**src/rtl/uimsk_pkg.sv**
```systemverilog
// ****************************************************************
// interrupt mask and status block: shared constants and types
// ****************************************************************
`default_nettype none
package uimsk_pkg;

  // ****************************************************************
  // register map, byte addresses on the apb bus
  // ****************************************************************
  localparam int unsigned ADDR_W = 12;
  localparam logic [11:0] OFS_THRESH = 12'h034;
  localparam logic [11:0] OFS_MASK = 12'h038;
  localparam logic [11:0] OFS_RAW = 12'h03C;
  localparam logic [11:0] OFS_MASKED = 12'h040;
  localparam logic [11:0] OFS_CLEAR = 12'h044;

  // ****************************************************************
  // source bit positions, shared by mask, raw, masked and clear
  // ****************************************************************
  localparam int unsigned SRC_N = 11;
  localparam int unsigned POS_OVERRUN = 10;
  localparam int unsigned POS_BREAK = 9;
  localparam int unsigned POS_PARITY = 8;
  localparam int unsigned POS_FRAMING = 7;
  localparam int unsigned POS_RX_TIMEOUT = 6;
  localparam int unsigned POS_TX_LEVEL = 5;
  localparam int unsigned POS_RX_LEVEL = 4;
  localparam int unsigned POS_DATASET_READY = 3;
  localparam int unsigned POS_CARRIER_DETECT = 2;
  localparam int unsigned POS_CLEAR_TO_SEND = 1;
  localparam int unsigned POS_RING_INDICATOR = 0;
  localparam int unsigned MODEM_N = 4;

  // ****************************************************************
  // threshold field layout and codes
  // ****************************************************************
  localparam int unsigned THR_W = 3;
  localparam int unsigned RX_THR_LSB = 3;
  localparam int unsigned TX_THR_LSB = 0;
  localparam logic [2:0] CODE_EIGHTH = 3'h0;
  localparam logic [2:0] CODE_QUARTER = 3'h1;
  localparam logic [2:0] CODE_HALF = 3'h2;
  localparam logic [2:0] CODE_THREE_QUARTERS = 3'h3;
  localparam logic [2:0] CODE_SEVEN_EIGHTHS = 3'h4;

  // ****************************************************************
  // reset values
  // ****************************************************************
  localparam logic [2:0] RST_RX_THR = 3'h2;
  localparam logic [2:0] RST_TX_THR = 3'h2;
  localparam logic [10:0] RST_MASK = 11'h000;
  localparam logic [10:0] RST_RAW = 11'h000;
  localparam logic [3:0] RST_MODEM_LINES = 4'hF;

  typedef logic [SRC_N-1:0] uimsk_src_type;

endpackage : uimsk_pkg
`default_nettype wire

```
**src/rtl/uimsk_reg_if.sv**
```systemverilog
`timescale 1ns/1ns
`default_nettype none
// ****************************************************************
// register access carrier between apb slave and register file
// ****************************************************************
interface uimsk_reg_if;
  import uimsk_pkg::*;
  logic [ADDR_W-1:0] addr;
  logic [31:0] wdata;
  logic wr_en;
  logic [31:0] rdata;
  logic hit;
  modport slave (output addr, output wdata, output wr_en, input rdata, input hit);
  modport regs (input addr, input wdata, input wr_en, output rdata, output hit);
endinterface : uimsk_reg_if
`default_nettype wire

```
**src/rtl/uimsk_top.sv**
```systemverilog
// Register access over APB is this design's own decision.
`timescale 1ns/1ns
`default_nettype none
// How it works
// - rx threshold code picks fill fraction, resets half
// - tx threshold code picks drain fraction, resets half
// - mask bits fixed per source, upper bits reserved
// - mask written directly, read back as held
// - every mask bit resets to zero
// - raw status read-only, independent of the mask
// - non-modem raw bits reset to zero; level bits then set once fills meet the reset half marks
// - modem raw bits follow line changes after reset
// - masked status is raw gated by mask
// - clear register drops pending sources written one
module uimsk_top #(
  parameter int unsigned FIFO_DEPTH = 32,
  parameter int unsigned FILL_W = $clog2(FIFO_DEPTH + 1)
) (
  input wire logic mclk_i,
  input wire logic nrst_i,
  input wire logic psel_i,
  input wire logic penable_i,
  input wire logic pwrite_i,
  input wire logic [uimsk_pkg::ADDR_W-1:0] paddr_i,
  input wire logic [31:0] pwdata_i,
  output logic pready_o,
  output logic [31:0] prdata_o,
  output logic pslverr_o,
  input wire logic overrun_evt_i,
  input wire logic break_evt_i,
  input wire logic parity_evt_i,
  input wire logic framing_evt_i,
  input wire logic rx_timeout_evt_i,
  input wire logic [FILL_W-1:0] rx_fill_i,
  input wire logic [FILL_W-1:0] tx_fill_i,
  input wire logic dataset_ready_line_n_i,
  input wire logic carrier_detect_line_n_i,
  input wire logic clear_to_send_line_n_i,
  input wire logic ring_indicator_line_n_i,
  output logic overrun_irq_o,
  output logic break_irq_o,
  output logic parity_irq_o,
  output logic framing_irq_o,
  output logic rx_timeout_irq_o,
  output logic tx_level_irq_o,
  output logic rx_level_irq_o,
  output logic dataset_ready_irq_o,
  output logic carrier_detect_irq_o,
  output logic clear_to_send_irq_o,
  output logic ring_indicator_irq_o,
  output logic uart_intr_o
);
  import uimsk_pkg::*;

  // ****************************************************************
  // state of the register file
  // ****************************************************************
  typedef struct packed {
    logic [THR_W-1:0] receive_threshold_select;
    logic [THR_W-1:0] transmit_threshold_select;
    uimsk_src_type mask;
    uimsk_src_type raw;
    logic [MODEM_N-1:0] modem_meta;
    logic [MODEM_N-1:0] modem_sync;
    logic [MODEM_N-1:0] modem_prev;
  } uimsk_state_type;

  uimsk_state_type s_q;
  uimsk_state_type s_d;

  uimsk_reg_if bus_if ();

  logic rx_level_hit;
  logic tx_level_hit;
  logic [MODEM_N-1:0] modem_lines_n;
  logic [MODEM_N-1:0] modem_change;
  uimsk_src_type set_vec;
  uimsk_src_type clr_vec;
  uimsk_src_type masked;
  logic wr_thresh;
  logic wr_mask;
  logic wr_clear;

  // ****************************************************************
  // apb slave
  // ****************************************************************
  uimsk_apb_slave u_apb (
    .mclk_i(mclk_i),
    .nrst_i(nrst_i),
    .psel_i(psel_i),
    .penable_i(penable_i),
    .pwrite_i(pwrite_i),
    .paddr_i(paddr_i),
    .pwdata_i(pwdata_i),
    .pready_o(pready_o),
    .prdata_o(prdata_o),
    .pslverr_o(pslverr_o),
    .regs(bus_if.slave)
  );

  // ****************************************************************
  // fifo level comparators
  // ****************************************************************
  // receive side fires once the fifo has filled up to the mark
  uimsk_level_cmp #(
    .DEPTH(FIFO_DEPTH),
    .FILL_W(FILL_W),
    .AT_LEAST(1'b1)
  ) u_rx_cmp (
    .mclk_i(mclk_i),
    .nrst_i(nrst_i),
    .code_i(s_q.receive_threshold_select),
    .fill_i(rx_fill_i),
    .hit_o(rx_level_hit)
  );

  // transmit side fires once the fifo has drained down to the mark
  uimsk_level_cmp #(
    .DEPTH(FIFO_DEPTH),
    .FILL_W(FILL_W),
    .AT_LEAST(1'b0)
  ) u_tx_cmp (
    .mclk_i(mclk_i),
    .nrst_i(nrst_i),
    .code_i(s_q.transmit_threshold_select),
    .fill_i(tx_fill_i),
    .hit_o(tx_level_hit)
  );

  // ****************************************************************
  // modem line change detection
  // ****************************************************************
  // pins are asynchronous; bit order follows the status layout
  assign modem_lines_n = {dataset_ready_line_n_i,
                          carrier_detect_line_n_i,
                          clear_to_send_line_n_i,
                          ring_indicator_line_n_i};

  // edges seen only after two flops; a line held low through reset
  // reports one change after release, which software may see
  assign modem_change = s_q.modem_sync ^ s_q.modem_prev;

  // ****************************************************************
  // event collection
  // ****************************************************************
  // each source sits at its fixed position in every status word
  always_comb begin
    set_vec = '0;
    set_vec[POS_OVERRUN] = overrun_evt_i;
    set_vec[POS_BREAK] = break_evt_i;
    set_vec[POS_PARITY] = parity_evt_i;
    set_vec[POS_FRAMING] = framing_evt_i;
    set_vec[POS_RX_TIMEOUT] = rx_timeout_evt_i;
    set_vec[POS_TX_LEVEL] = tx_level_hit;
    set_vec[POS_RX_LEVEL] = rx_level_hit;
    set_vec[POS_DATASET_READY] = modem_change[POS_DATASET_READY];
    set_vec[POS_CARRIER_DETECT] = modem_change[POS_CARRIER_DETECT];
    set_vec[POS_CLEAR_TO_SEND] = modem_change[POS_CLEAR_TO_SEND];
    set_vec[POS_RING_INDICATOR] = modem_change[POS_RING_INDICATOR];
  end

  // ****************************************************************
  // write decode
  // ****************************************************************
  // raw and masked words are read-only, so writes there do nothing
  assign wr_thresh = bus_if.wr_en && (bus_if.addr == OFS_THRESH);
  assign wr_mask = bus_if.wr_en && (bus_if.addr == OFS_MASK);
  assign wr_clear = bus_if.wr_en && (bus_if.addr == OFS_CLEAR);

  // only bits written as one clear; zeros leave sources alone
  assign clr_vec = wr_clear ? bus_if.wdata[SRC_N-1:0] : '0;

  // ****************************************************************
  // next state
  // ****************************************************************
  always_comb begin
    s_d = s_q;
    // two flop synchroniser, then a history flop for edges
    s_d.modem_meta = modem_lines_n;
    s_d.modem_sync = s_q.modem_meta;
    s_d.modem_prev = s_q.modem_sync;
    if (wr_thresh) begin
      // reserved codes are stored as written; they just never fire
      s_d.receive_threshold_select = bus_if.wdata[RX_THR_LSB +: THR_W];
      s_d.transmit_threshold_select = bus_if.wdata[TX_THR_LSB +: THR_W];
    end
    if (wr_mask) begin
      s_d.mask = bus_if.wdata[SRC_N-1:0];
    end
    // a new event in the clearing cycle survives the clear
    s_d.raw = (s_q.raw & ~clr_vec) | set_vec;
  end

  // ****************************************************************
  // state register
  // ****************************************************************
  always_ff @(posedge mclk_i or negedge nrst_i) begin
    if (!nrst_i) begin
      s_q.receive_threshold_select <= RST_RX_THR;
      s_q.transmit_threshold_select <= RST_TX_THR;
      s_q.mask <= RST_MASK;
      s_q.raw <= RST_RAW;
      s_q.modem_meta <= RST_MODEM_LINES;
      s_q.modem_sync <= RST_MODEM_LINES;
      s_q.modem_prev <= RST_MODEM_LINES;
    end else begin
      s_q <= s_d;
    end
  end

  // ****************************************************************
  // read mux
  // ****************************************************************
  // reserved bits and the clear register read back as zero
  always_comb begin
    bus_if.rdata = 32'h00000000;
    bus_if.hit = 1'b1;
    case (bus_if.addr)
      OFS_THRESH: begin
        bus_if.rdata[RX_THR_LSB +: THR_W] = s_q.receive_threshold_select;
        bus_if.rdata[TX_THR_LSB +: THR_W] = s_q.transmit_threshold_select;
      end
      OFS_MASK: begin
        bus_if.rdata[SRC_N-1:0] = s_q.mask;
      end
      OFS_RAW: begin
        bus_if.rdata[SRC_N-1:0] = s_q.raw;
      end
      OFS_MASKED: begin
        bus_if.rdata[SRC_N-1:0] = masked;
      end
      OFS_CLEAR: begin
        bus_if.rdata = 32'h00000000;
      end
      default: begin
        bus_if.hit = 1'b0;
      end
    endcase
  end

  // ****************************************************************
  // interrupt outputs
  // ****************************************************************
  // gating by the mask never alters the raw word itself
  assign masked = s_q.raw & s_q.mask;

  assign overrun_irq_o = masked[POS_OVERRUN];
  assign break_irq_o = masked[POS_BREAK];
  assign parity_irq_o = masked[POS_PARITY];
  assign framing_irq_o = masked[POS_FRAMING];
  assign rx_timeout_irq_o = masked[POS_RX_TIMEOUT];
  assign tx_level_irq_o = masked[POS_TX_LEVEL];
  assign rx_level_irq_o = masked[POS_RX_LEVEL];
  assign dataset_ready_irq_o = masked[POS_DATASET_READY];
  assign carrier_detect_irq_o = masked[POS_CARRIER_DETECT];
  assign clear_to_send_irq_o = masked[POS_CLEAR_TO_SEND];
  assign ring_indicator_irq_o = masked[POS_RING_INDICATOR];

  // one level line for the interrupt controller
  assign uart_intr_o = |masked;

endmodule : uimsk_top
`default_nettype wire

```
**src/rtl/uimsk_level_cmp.sv**
```systemverilog
`timescale 1ns/1ns
`default_nettype none
// ****************************************************************
// fifo fill level against a threshold in eighths of capacity
// ****************************************************************
module uimsk_level_cmp #(
  parameter int unsigned DEPTH = 32,
  parameter int unsigned FILL_W = 6,
  parameter bit AT_LEAST = 1'b1
) (
  input wire logic mclk_i,
  input wire logic nrst_i,
  input wire logic [2:0] code_i,
  input wire logic [FILL_W-1:0] fill_i,
  output logic hit_o
);
  import uimsk_pkg::*;

  typedef struct packed {
    logic hit;
  } uimsk_cmp_state_type;

  uimsk_cmp_state_type s_q, s_d;
  int unsigned eighths;
  logic [FILL_W-1:0] thr;

  // reserved codes never fire, so a bad setting stays quiet
  always_comb begin
    eighths = 0;
    case (code_i)
      CODE_EIGHTH: eighths = 1;
      CODE_QUARTER: eighths = 2;
      CODE_HALF: eighths = 4;
      CODE_THREE_QUARTERS: eighths = 6;
      CODE_SEVEN_EIGHTHS: eighths = 7;
      default: eighths = 0;
    endcase
    thr = FILL_W'((DEPTH * eighths) / 8);
    s_d = s_q;
    if (eighths == 0) begin
      s_d.hit = 1'b0;
    end else if (AT_LEAST) begin
      s_d.hit = (fill_i >= thr);
    end else begin
      s_d.hit = (fill_i <= thr);
    end
  end

  // registered so the compare path stays out of the status logic
  always_ff @(posedge mclk_i or negedge nrst_i) begin
    if (!nrst_i) begin
      s_q <= '0;
    end else begin
      s_q <= s_d;
    end
  end

  assign hit_o = s_q.hit;

endmodule : uimsk_level_cmp
`default_nettype wire

```
**src/rtl/uimsk_apb_slave.sv**
```systemverilog
`timescale 1ns/1ns
`default_nettype none
// ****************************************************************
// apb slave, zero wait states, read data captured in setup
// ****************************************************************
module uimsk_apb_slave (
  input wire logic mclk_i,
  input wire logic nrst_i,
  input wire logic psel_i,
  input wire logic penable_i,
  input wire logic pwrite_i,
  input wire logic [uimsk_pkg::ADDR_W-1:0] paddr_i,
  input wire logic [31:0] pwdata_i,
  output logic pready_o,
  output logic [31:0] prdata_o,
  output logic pslverr_o,
  uimsk_reg_if.slave regs
);
  import uimsk_pkg::*;

  typedef struct packed {
    logic [31:0] rdata;
    logic err;
  } uimsk_apb_state_type;

  uimsk_apb_state_type s_q, s_d;

  // decode runs in the setup cycle; the access cycle only presents it
  always_comb begin
    s_d = s_q;
    if (psel_i && !penable_i) begin
      s_d.rdata = regs.hit ? regs.rdata : 32'h00000000;
      s_d.err = !regs.hit;
    end
  end

  always_ff @(posedge mclk_i or negedge nrst_i) begin
    if (!nrst_i) begin
      s_q <= '0;
    end else begin
      s_q <= s_d;
    end
  end

  // write lands on the access edge; unmapped writes are dropped
  assign regs.addr = paddr_i;
  assign regs.wdata = pwdata_i;
  assign regs.wr_en = psel_i && penable_i && pwrite_i && regs.hit;
  assign pready_o = 1'b1;
  assign prdata_o = s_q.rdata;
  assign pslverr_o = psel_i && penable_i && s_q.err;

endmodule : uimsk_apb_slave
`default_nettype wire

```
**config.mk**
```make
export PLATFORM = sky130hd
export DESIGN_NAME = uimsk_top
export DESIGN_NICKNAME = d
export VERILOG_FILES = /design/src/rtl/uimsk_pkg.sv /design/src/rtl/uimsk_reg_if.sv /design/src/rtl/uimsk_top.sv /design/src/rtl/uimsk_level_cmp.sv /design/src/rtl/uimsk_apb_slave.sv
export SDC_FILE = /design/constraint.sdc
export NUM_CORES = 1
export LEC_CHECK = 0
export BUFFER_PORTS_ARGS = -buffer_cell sky130_fd_sc_hd__buf_2
export CORE_MARGIN = 4
export CORE_UTILIZATION = 30
export DETAILED_ROUTE_END_ITERATION = 16
export GPL_ROUTABILITY_DRIVEN = 0
export PLACE_DENSITY_LB_ADDON = 0.12
export SYNTH_ARGS = -nofsm -noshare
export SYNTH_HDL_FRONTEND = slang
export SYNTH_SLANG_ARGS = --single-unit
```
**constraint.sdc**
```tcl
create_clock -name mclk_i -period 4.6 [get_ports mclk_i]
set_clock_uncertainty 0.05 [all_clocks]
set_input_delay 0.46 -clock mclk_i [delete_from_list [all_inputs] [get_ports mclk_i]]
set_output_delay 0.46 -clock mclk_i [all_outputs]
set_load 0.05 [all_outputs]
```
==> results.toml, run 1 <==
[sta]
slew_viol_final = 0
fin_tns_setup_ns = 0
slew_headroom_pct = 53.9
fin_crit_ns = 2.14
timing.final.crit_share_pct = 46.6
hold_viol = 0
grt_setup_unrepaired = "false"
setup_violations = 0
worst_pin_slew_ns = 0.691
max_freq_ghz = 0.467

[global_routing]
grt_overflow = 0
track_usage_pct = 11.6
antenna_found_initial = 0
grt_max_degree = 55
grt_pass1_vias = 1962
grt_pass1_wl_um = 10300

[worst_hold_path]
min_path_type = "input pin to flip-flop"
worstHoldStart = "clear_to_send_line_n_i"
holdPathStages = 1
hold_end = "s_d[5]"

[cts]
clock_latency_ns = 0.31
post_cts_buffers = 0
cts.htree.levels = 2
cts.sinks = 54
path_clk_slew_ns = 0.11
clockBufferDepth = 2
cts-hold-fix-buffers = 0
cts_tree = "built"
root_buffer = "clkbuf_8"
cts_buffers = 5
cts-resized-gates = 0

[cells_and_area]
layout.nets = 411
syn_to_final_growth_pct = 14.3
post-route-util_pct = 35.5
final_layout_size_suffix_gt1_share_pct = 35.4
fillers = 1002
diodes = 0

[floorplan]
core_region_area_um2 = 9330
start_util_pct = 31.0
fp-row-count = 35
die_y_um = 106
ioPinCount = 116
die_w_um = 106
die-area_um2 = 11300

[detailed_routing]
wire_per_inst_um = 14.1
vias = 2085
viasPerCell = 4.48
drtPass1Iterations = 4
totalWireLength_um = 6560
drc_errors = 0
first_iter_violations = 59
ant_nets = 0

[power]
switching_share_pct = 28.3
netSwitchingPower_uw = 248
leakagePower_nw = 1.53
power.share.combinational_pct = 12.3
power_density_nw_per_um2 = 265
clock_power_share_pct = 31.9
cell_internal_pwr_uw = 628
p_seq_share_pct = 55.8
irDropWorstVdd_mv = 0.124

[setup_path]
path_class = "flip-flop to output pin"
crit_fanout = 4
cp-start-kind = "flip-flop"
required_ns = 4.09
cp.arrival_ns = 1.63
r2r_cells = 7
end_kind = "output pin"
r2r_start = "s_q[34]"
r2r_setup_slack_ns = 2.76
timing.rr.end = "u_tx_cmp.hit_o"

[synth]
synth_edf_count = 0
ys_types = 41
yosysSeqAreaShare_pct = 47.3
yosysWarnings = 0
synth_most_common_cell = "dfrtp_1"
synth_common_cells = "40 x dfrtp_1, 34 x buf_4, 22 x nor2_1"
synth.avg_cell_area_um2 = 10.5
synthFlopType = "dfrtp_1"
synthArstFlopShare_pct = 100
yosys.area.top_type_share_pct = 34.6
yosys.area.top_type = "dfrtp_1"
ys_ff_latch = 54
synth_cells = 275
synth_area_um2 = 2900
synthTopCellsByArea = "dfrtp_1 35%, dfstp_2 13%, buf_4 8.8%"

[place]
dpl.hpwl_um = 5100
numPortBuffers = 72

[status]
status = "finished, final reports clean"

[flow_run]
maxCapViolations = 0
flip-flops by register name, indices dropped and copies added, names as in the netlist:
| signal | flops |
|---|---|
| s_q | 32 |
| u_apb.prdata_o | 11 |
| s_d | 8 |
| u_apb.s_q | 1 |
| u_rx_cmp.hit_o | 1 |
| u_tx_cmp.hit_o | 1 |
routing by layer:
layer | up-vias | global-route usage [%] | wire [um]
met2 | 70 | 18.6 | 3000
met4 | 0 | 2.50 | 27
li1 | 1030 | - | -
met5 | - | 0 | 0
met3 | 4 | 2.79 | 421
met1 | 981 | 15.8 | 3120
layout make-up:
type	count	area (um2)	share of cell area, %
well taps	129	161	4.88
inverters	14	52.6	1.59
multi-input cells	187	1260	38.2
repair buffers	73	368	11.1
clock buffers	5	68.8	2.08
flip-flops and latches	54	1370	41.4
clock inverters	3	26.3	0.794
worst max-delay path: stages, from the launching register on:
cell and delay (ns):
dfrtp_1 0.43, and2_1 0.20, nor3_1 0.34, nand4_1 0.13, buf_2 0.22
cells in the final DEF, fill, tap and decap left out, drive strengths merged, types with 8 or more instances in the layout:
master   n
nand2   13
mux2    17
and2    12
conb    22
dfstp   14
inv     17
nor2    22
a31oi    8
dfrtp   40
buf     73
o21ai   14
how the worst max path moves through the flow:
stage | to | startpoint | cells past startpoint | slack [ns]
after floorplan | uart_intr_o | s_q[18] | 3 | 2.54
after global placement | s_q[12] | paddr_i[11] | 5 | 2.39
after detailed placement | s_q[13] | paddr_i[11] | 5 | 2.38
after CTS | uart_intr_o | s_q[14] | 4 | 2.38
after global routing | uart_intr_o | s_q[14] | 4 | 2.36
final | uart_intr_o | s_q[14] | 4 | 2.46
stage by stage:
stage	area (um2)	hold WS [ns]	cells	power, mW	worst slack [ns]
4_1_cts	3310	0.168	465	0.893	2.38
6_report	3310	0.184	465	0.876	2.46
2_1_floorplan	2970	0.114	295	0.579	2.54
3_3_place_gp	3210	0.296	457	0.605	2.39
5_1_grt	3310	0.159	465	0.920	2.36
3_5_place_dp	3210	0.297	457	0.606	2.38
cells by family after synthesis:
kind of cell	after synthesis	share of synthesized area, %
AO/OA/AOI/OAI	52	12.4
XOR/XNOR	4	1.21
adder cells (fa/ha/maj)	6	2.59
multiplexers	24	9.03
flip-flops	54	47.3
buffers and inverters	54	11.7
AND/OR/NAND/NOR	79	15.6
other	2	0.259
power groups by stage:
stage | Sequential (mW) | Combinational [mW] | Clock [mW]
floorplan | 0.497 | 0.0822 | 0
global placement | 0.497 | 0.108 | 0
detailed placement | 0.498 | 0.109 | 0
CTS | 0.489 | 0.109 | 0.296
global route | 0.490 | 0.119 | 0.311
finish | 0.489 | 0.108 | 0.280
Power figures use the tool's default switching activity.
==> run 2: changes to the inputs <==
Settings changed: ABC_AREA set to 1.
Clock period 4.6 ns to 2.02 ns, I/O delays scaled along.
==> results.toml, run 2 <==
[synth]
synthArstFlopShare_pct = 100
yosysWarnings = 0
synth_top_family_by_area = "simple AND/OR/NAND/NOR gates"
ys_types = 33
yosysSeqAreaShare_pct = 44.9
synth_compound_area_share_pct = 4.11
synth_edf_count = 0
synth_area_um2 = 3050
synthFlopType = "dfrtp_1"
yosys.area.top_type_share_pct = 32.8
synth_xor_area_share_pct = 1.15
synthTopCellsByArea = "dfrtp_1 33%, nand2_1 18%, dfstp_2 12%"
synth_fa_ha_area_share_pct = 2.46
synth_most_common_cell = "nand2_1"
synth_simple_gate_area_share_pct = 31.0
synthMuxAreaShare_pct = 0
yosys.area.top_type = "dfrtp_1"
ys_ff_latch = 54
synth_common_cells = "144 x nand2_1, 44 x inv_1, 40 x dfrtp_1"
synth.avg_cell_area_um2 = 7.78
synth_cells = 392

[cts]
cts_tree = "built"
path_clk_slew_ns = 0.10
root_buffer = "clkbuf_8"
cts.sinks = 54
clock_latency_ns = 0.30
cts.htree.levels = 2
cts_buffers = 5
cts-resized-gates = 0
clockBufferDepth = 2

[sta]
fin_crit_ns = 1.81
max_freq_ghz = 0.551
timing.final.crit_share_pct = 89.8
fin_tns_setup_ns = 0
slew_viol_final = 0
hold_viol = 0
grt_setup_unrepaired = "false"
setup_violations = 0

[global_routing]
grt_pass1_vias = 2438
antenna_found_initial = 0
grt_max_degree = 28
grt_overflow = 0
grt_pass1_wl_um = 11900
track_usage_pct = 12.7

[worst_hold_path]
worstHoldStart = "break_evt_i"
min_path_type = "input pin to flip-flop"

[setup_path]
r2r_setup_slack_ns = 0.27
path_class = "flip-flop to output pin"
crit_start = "s_q[13]"
cp-start-kind = "flip-flop"
cp.arrival_ns = 1.56
crit_fanout = 3
end_kind = "output pin"
required_ns = 1.77
r2r_start = "s_q[34]"

[status]
status = "finished, final reports clean"

[floorplan]
ioPinCount = 116
core_region_area_um2 = 9820
die-area_um2 = 11800
fp-row-count = 36
die_y_um = 109
die_w_um = 109
start_util_pct = 31.0

[cells_and_area]
layout.nets = 542
largest_reg_flops = 32
fillers = 1069
layout_commonest_cell = "nand2_1"
syn_to_final_growth_pct = 18.9
diodes = 0
post-route-util_pct = 36.9
final_layout_size_suffix_gt1_share_pct = 25.9
most-common-layout-cells = "144 x nand2_1, 72 x buf_2, 44 x inv_1"
largest_register = "s_q"

[detailed_routing]
drc_errors = 0
vias = 2563
wire_per_inst_um = 12.2
ant_nets = 0
viasPerCell = 4.27
drtPass1Iterations = 6
totalWireLength_um = 7300
first_iter_violations = 69

[power]
leakagePower_nw = 2.00
power_density_nw_per_um2 = 583
irDropWorstVdd_mv = 0.335

[place]
dpl.hpwl_um = 5630
numPortBuffers = 72

[flow_run]
maxCapViolations = 0
## run 2: cell count changes in the layout (fill, tap and decap cells not counted), sizes merged, moves of 7 or more
cell,delta
buf,+13
nand3,+9
mux2,-17
mux2i,-7
a221oi,-7
nand2,+133
nand2b,-7
a31oi,-8
nand4,+23
inv,+29
and2,-12
## run 2: what timing repair did
item	CTS	global route
hold buffers	6	0
hold endpoints to repair	12	0
buffers inserted	0	0
## run 2: worst paths after layout
path	to	cells past startpoint
min in group asynchronous	u_tx_cmp.hit_o	2
worst max-delay path	uart_intr_o	5
worst max register to register	u_tx_cmp.hit_o	7
max in group asynchronous	s_q[35]	3
worst min-delay path	s_q[21]	3
worst min register to register	s_d[0]	0
## run 2: cell type report
type / count / area [um2] / area share (%)
clock buffer: 7 / 86.3 / 2.38
sequential: 54 / 1370 / 37.8
multi-input combinational: 267 / 1260 / 34.8
clock inverter: 1 / 30.0 / 0.829
timing repair buffer: 92 / 538 / 14.8
tap: 133 / 166 / 4.59
inverter: 46 / 173 / 4.77
## run 2: cell families (layout without fill, tap and decap cells)
kind of cell    count (synthesis)  after routing
buf+inv                        91            146
simple gates                  211            211
flops                          54             54
fa+ha+maj                       6              6
other cells                     2             22
compound gates                 24             24
xor+xnor                        4              4
## run 2: critical path, stage by stage, from the launching register on
cell     delay [ns]
dfrtp_1        0.41
nand2_1        0.07
inv_1          0.06
nor3_1         0.37
nand3_1        0.12
buf_2          0.23
## run 2: layer usage
| layer | track usage (%) | part of all wire [%] |
|---|---|---|
| met1 | 16.8 | 45 |
| met2 | 21.7 | 49 |
| met3 | 2.49 | 5.5 |
| met4 | 2.71 | 0.63 |
| met5 | 0 | 0 |
## run 2: report_power, final
group | switching, mW | internal, mW
Clock | 0.344 | 0.405
Combinational | 0.181 | 0.0728
Sequential | 0.00613 | 1.10
Total | 0.530 | 1.58
## run 2: metrics by stage
step / hold slack (ns) / total power, mW / instance area [um2] / setup slack, ns / cells
after detailed placement: 0.118 / 1.38 / 3450 / 0.274 / 586
after global routing: 0.0252 / 2.22 / 3620 / 0.0646 / 600
final: 0.0241 / 2.11 / 3620 / 0.205 / 600
after floorplan: -0.144 / 1.31 / 3120 / 0.374 / 412
after CTS: 0.0125 / 2.15 / 3620 / 0.173 / 600
after global placement: 0.112 / 1.38 / 3450 / 0.306 / 586
==> run 3: changes to the inputs <==
Settings changed: RECOVER_POWER set to 100.
==> results.toml, run 3 (synthesis results as in run 2) <==
[sta]
grt_setup_unrepaired = "false"
fin_tns_setup_ns = 0
slew_headroom_pct = 31.1
fin_crit_ns = 1.85
hold_viol = 0
timing.final.crit_share_pct = 91.7
slew_viol_final = 0
timing.hold.ws_ns = 0.0233
worst_pin_slew_ns = 1.03
setup_violations = 0
max_freq_ghz = 0.540

[power]
power_density_nw_per_um2 = 594
leakagePower_nw = 1.87
irDropWorstVdd_mv = 0.336

[detailed_routing]
vias = 2564
drc_errors = 0
first_iter_violations = 49
wire_per_inst_um = 12.2
drtPass1Iterations = 6
ant_nets = 0
viasPerCell = 4.27
totalWireLength_um = 7330

[place]
dpl.hpwl_um = 5630
numPortBuffers = 72
place_inst = 586

[floorplan]
die_w_um = 109
die-area_um2 = 11800
start_util_pct = 31.0
die_y_um = 109
core_region_area_um2 = 9820
fp-row-count = 36
ioPinCount = 116

[cts]
cts-resized-gates = 0
path_clk_slew_ns = 0.10
cts.sinks = 54
clock_latency_ns = 0.30
cts-hold-fix-buffers = 6
root_buffer = "clkbuf_8"
cts_tree = "built"
clockBufferDepth = 2
cts_buffers = 5
cts.htree.levels = 2
post_cts_buffers = 0

[global_routing]
track_usage_pct = 12.7
grt_pass1_wl_um = 11900
gr-usage-met3_pct = 2.49
antenna_found_initial = 0
met1_usage_pct = 16.8
top_usage_layer = "met2"
grt_max_degree = 28
grt_overflow = 0
grt_pass1_vias = 2438
use_met2_pct = 21.7

[setup_path]
critical-path-max-stage-delay_ns = 0.41
r2r_setup_slack_ns = 0.27
cp-start-kind = "flip-flop"
end_kind = "output pin"
r2r_start = "s_q[34]"
crit_chain = "nand2_1 > inv_1 > nor3_1 > nand3_1 > clkbuf_2"
crit_start = "s_q[13]"
cp.arrival_ns = 1.60
crit_slowest_cell = "dfrtp_1"
path_class = "flip-flop to output pin"
crit_fanout = 3
required_ns = 1.77

[cells_and_area]
layout.nets = 542
most-common-layout-cells = "145 x nand2_1, 45 x buf_2, 44 x inv_1"
syn_to_final_growth_pct = 16.5
fin_cells = 600
largest_reg_flops = 32
diodes = 0
largest_register = "s_q"
layout_commonest_cell = "nand2_1"
final_layout_size_suffix_gt1_share_pct = 17.8

[status]
status = "finished, final reports clean"

[worst_hold_path]
worstHoldStart = "break_evt_i"
min_path_type = "input pin to flip-flop"

[flow_run]
maxCapViolations = 0
run 3: cell types whose count changed in the layout (fill, tap and decap cells not counted), sizes merged:
cell | previous run | this run
clkbuf | 7 | 39
buf | 86 | 54
run 3: metal layers:
| layer | routed length, um | part of all wire (%) | up-vias |
|---|---|---|---|
| li1 | - | - | 1316 |
| met1 | 3300 | 45 | 1182 |
| met2 | 3560 | 49 | 61 |
| met3 | 427 | 5.8 | 5 |
| met4 | 46 | 0.63 | 0 |
| met5 | 0 | 0 | - |
run 3: path summary, 6_finish.rpt:
check                                 endpoint  depth (start not counted)
max in group asynchronous              s_q[35]                          3
min in group asynchronous       u_tx_cmp.hit_o                          2
worst min register to register          s_d[0]                          0
worst min-delay path                   s_q[21]                          3
worst max-delay path               uart_intr_o                          5
worst max register to register  u_tx_cmp.hit_o                          7
run 3: cell type report:
cell class | count | area (um2)
clock inverter | 1 | 30.0
sequential | 54 | 1370
timing repair buffer | 92 | 488
multi-input combinational | 267 | 1240
clock buffer | 7 | 86.3
fill | 1099 | 6270
tap | 133 | 166
inverter | 46 | 173
run 3: critical path: cells and delay by family, from the launching register on:
kind	cells	cell delay, ns
buffers and inverters	2	0.32
flip-flops	1	0.41
AND/OR/NAND/NOR	3	0.57
run 3: through the flow:
| stage | setup WS [ns] | power (mW) | cell area [um2] | util [%] |
|---|---|---|---|---|
| after detailed placement | 0.274 | 1.38 | 3450 | 35.1 |
| after floorplan | 0.374 | 1.31 | 3120 | - |
| after CTS | 0.173 | 2.15 | 3620 | 36.9 |
| after global routing | 0.0639 | 2.21 | 3550 | 36.2 |
| final | 0.167 | 2.11 | 3550 | 36.2 |
| after global placement | 0.306 | 1.38 | 3450 | 35.1 |
run 3: power breakdown:
group | leakage (nW) | internal, mW | switching, mW
clock network | 0.0585 | 0.405 | 0.346
registers | 0.636 | 1.10 | 0.00612
logic | 1.18 | 0.0708 | 0.180
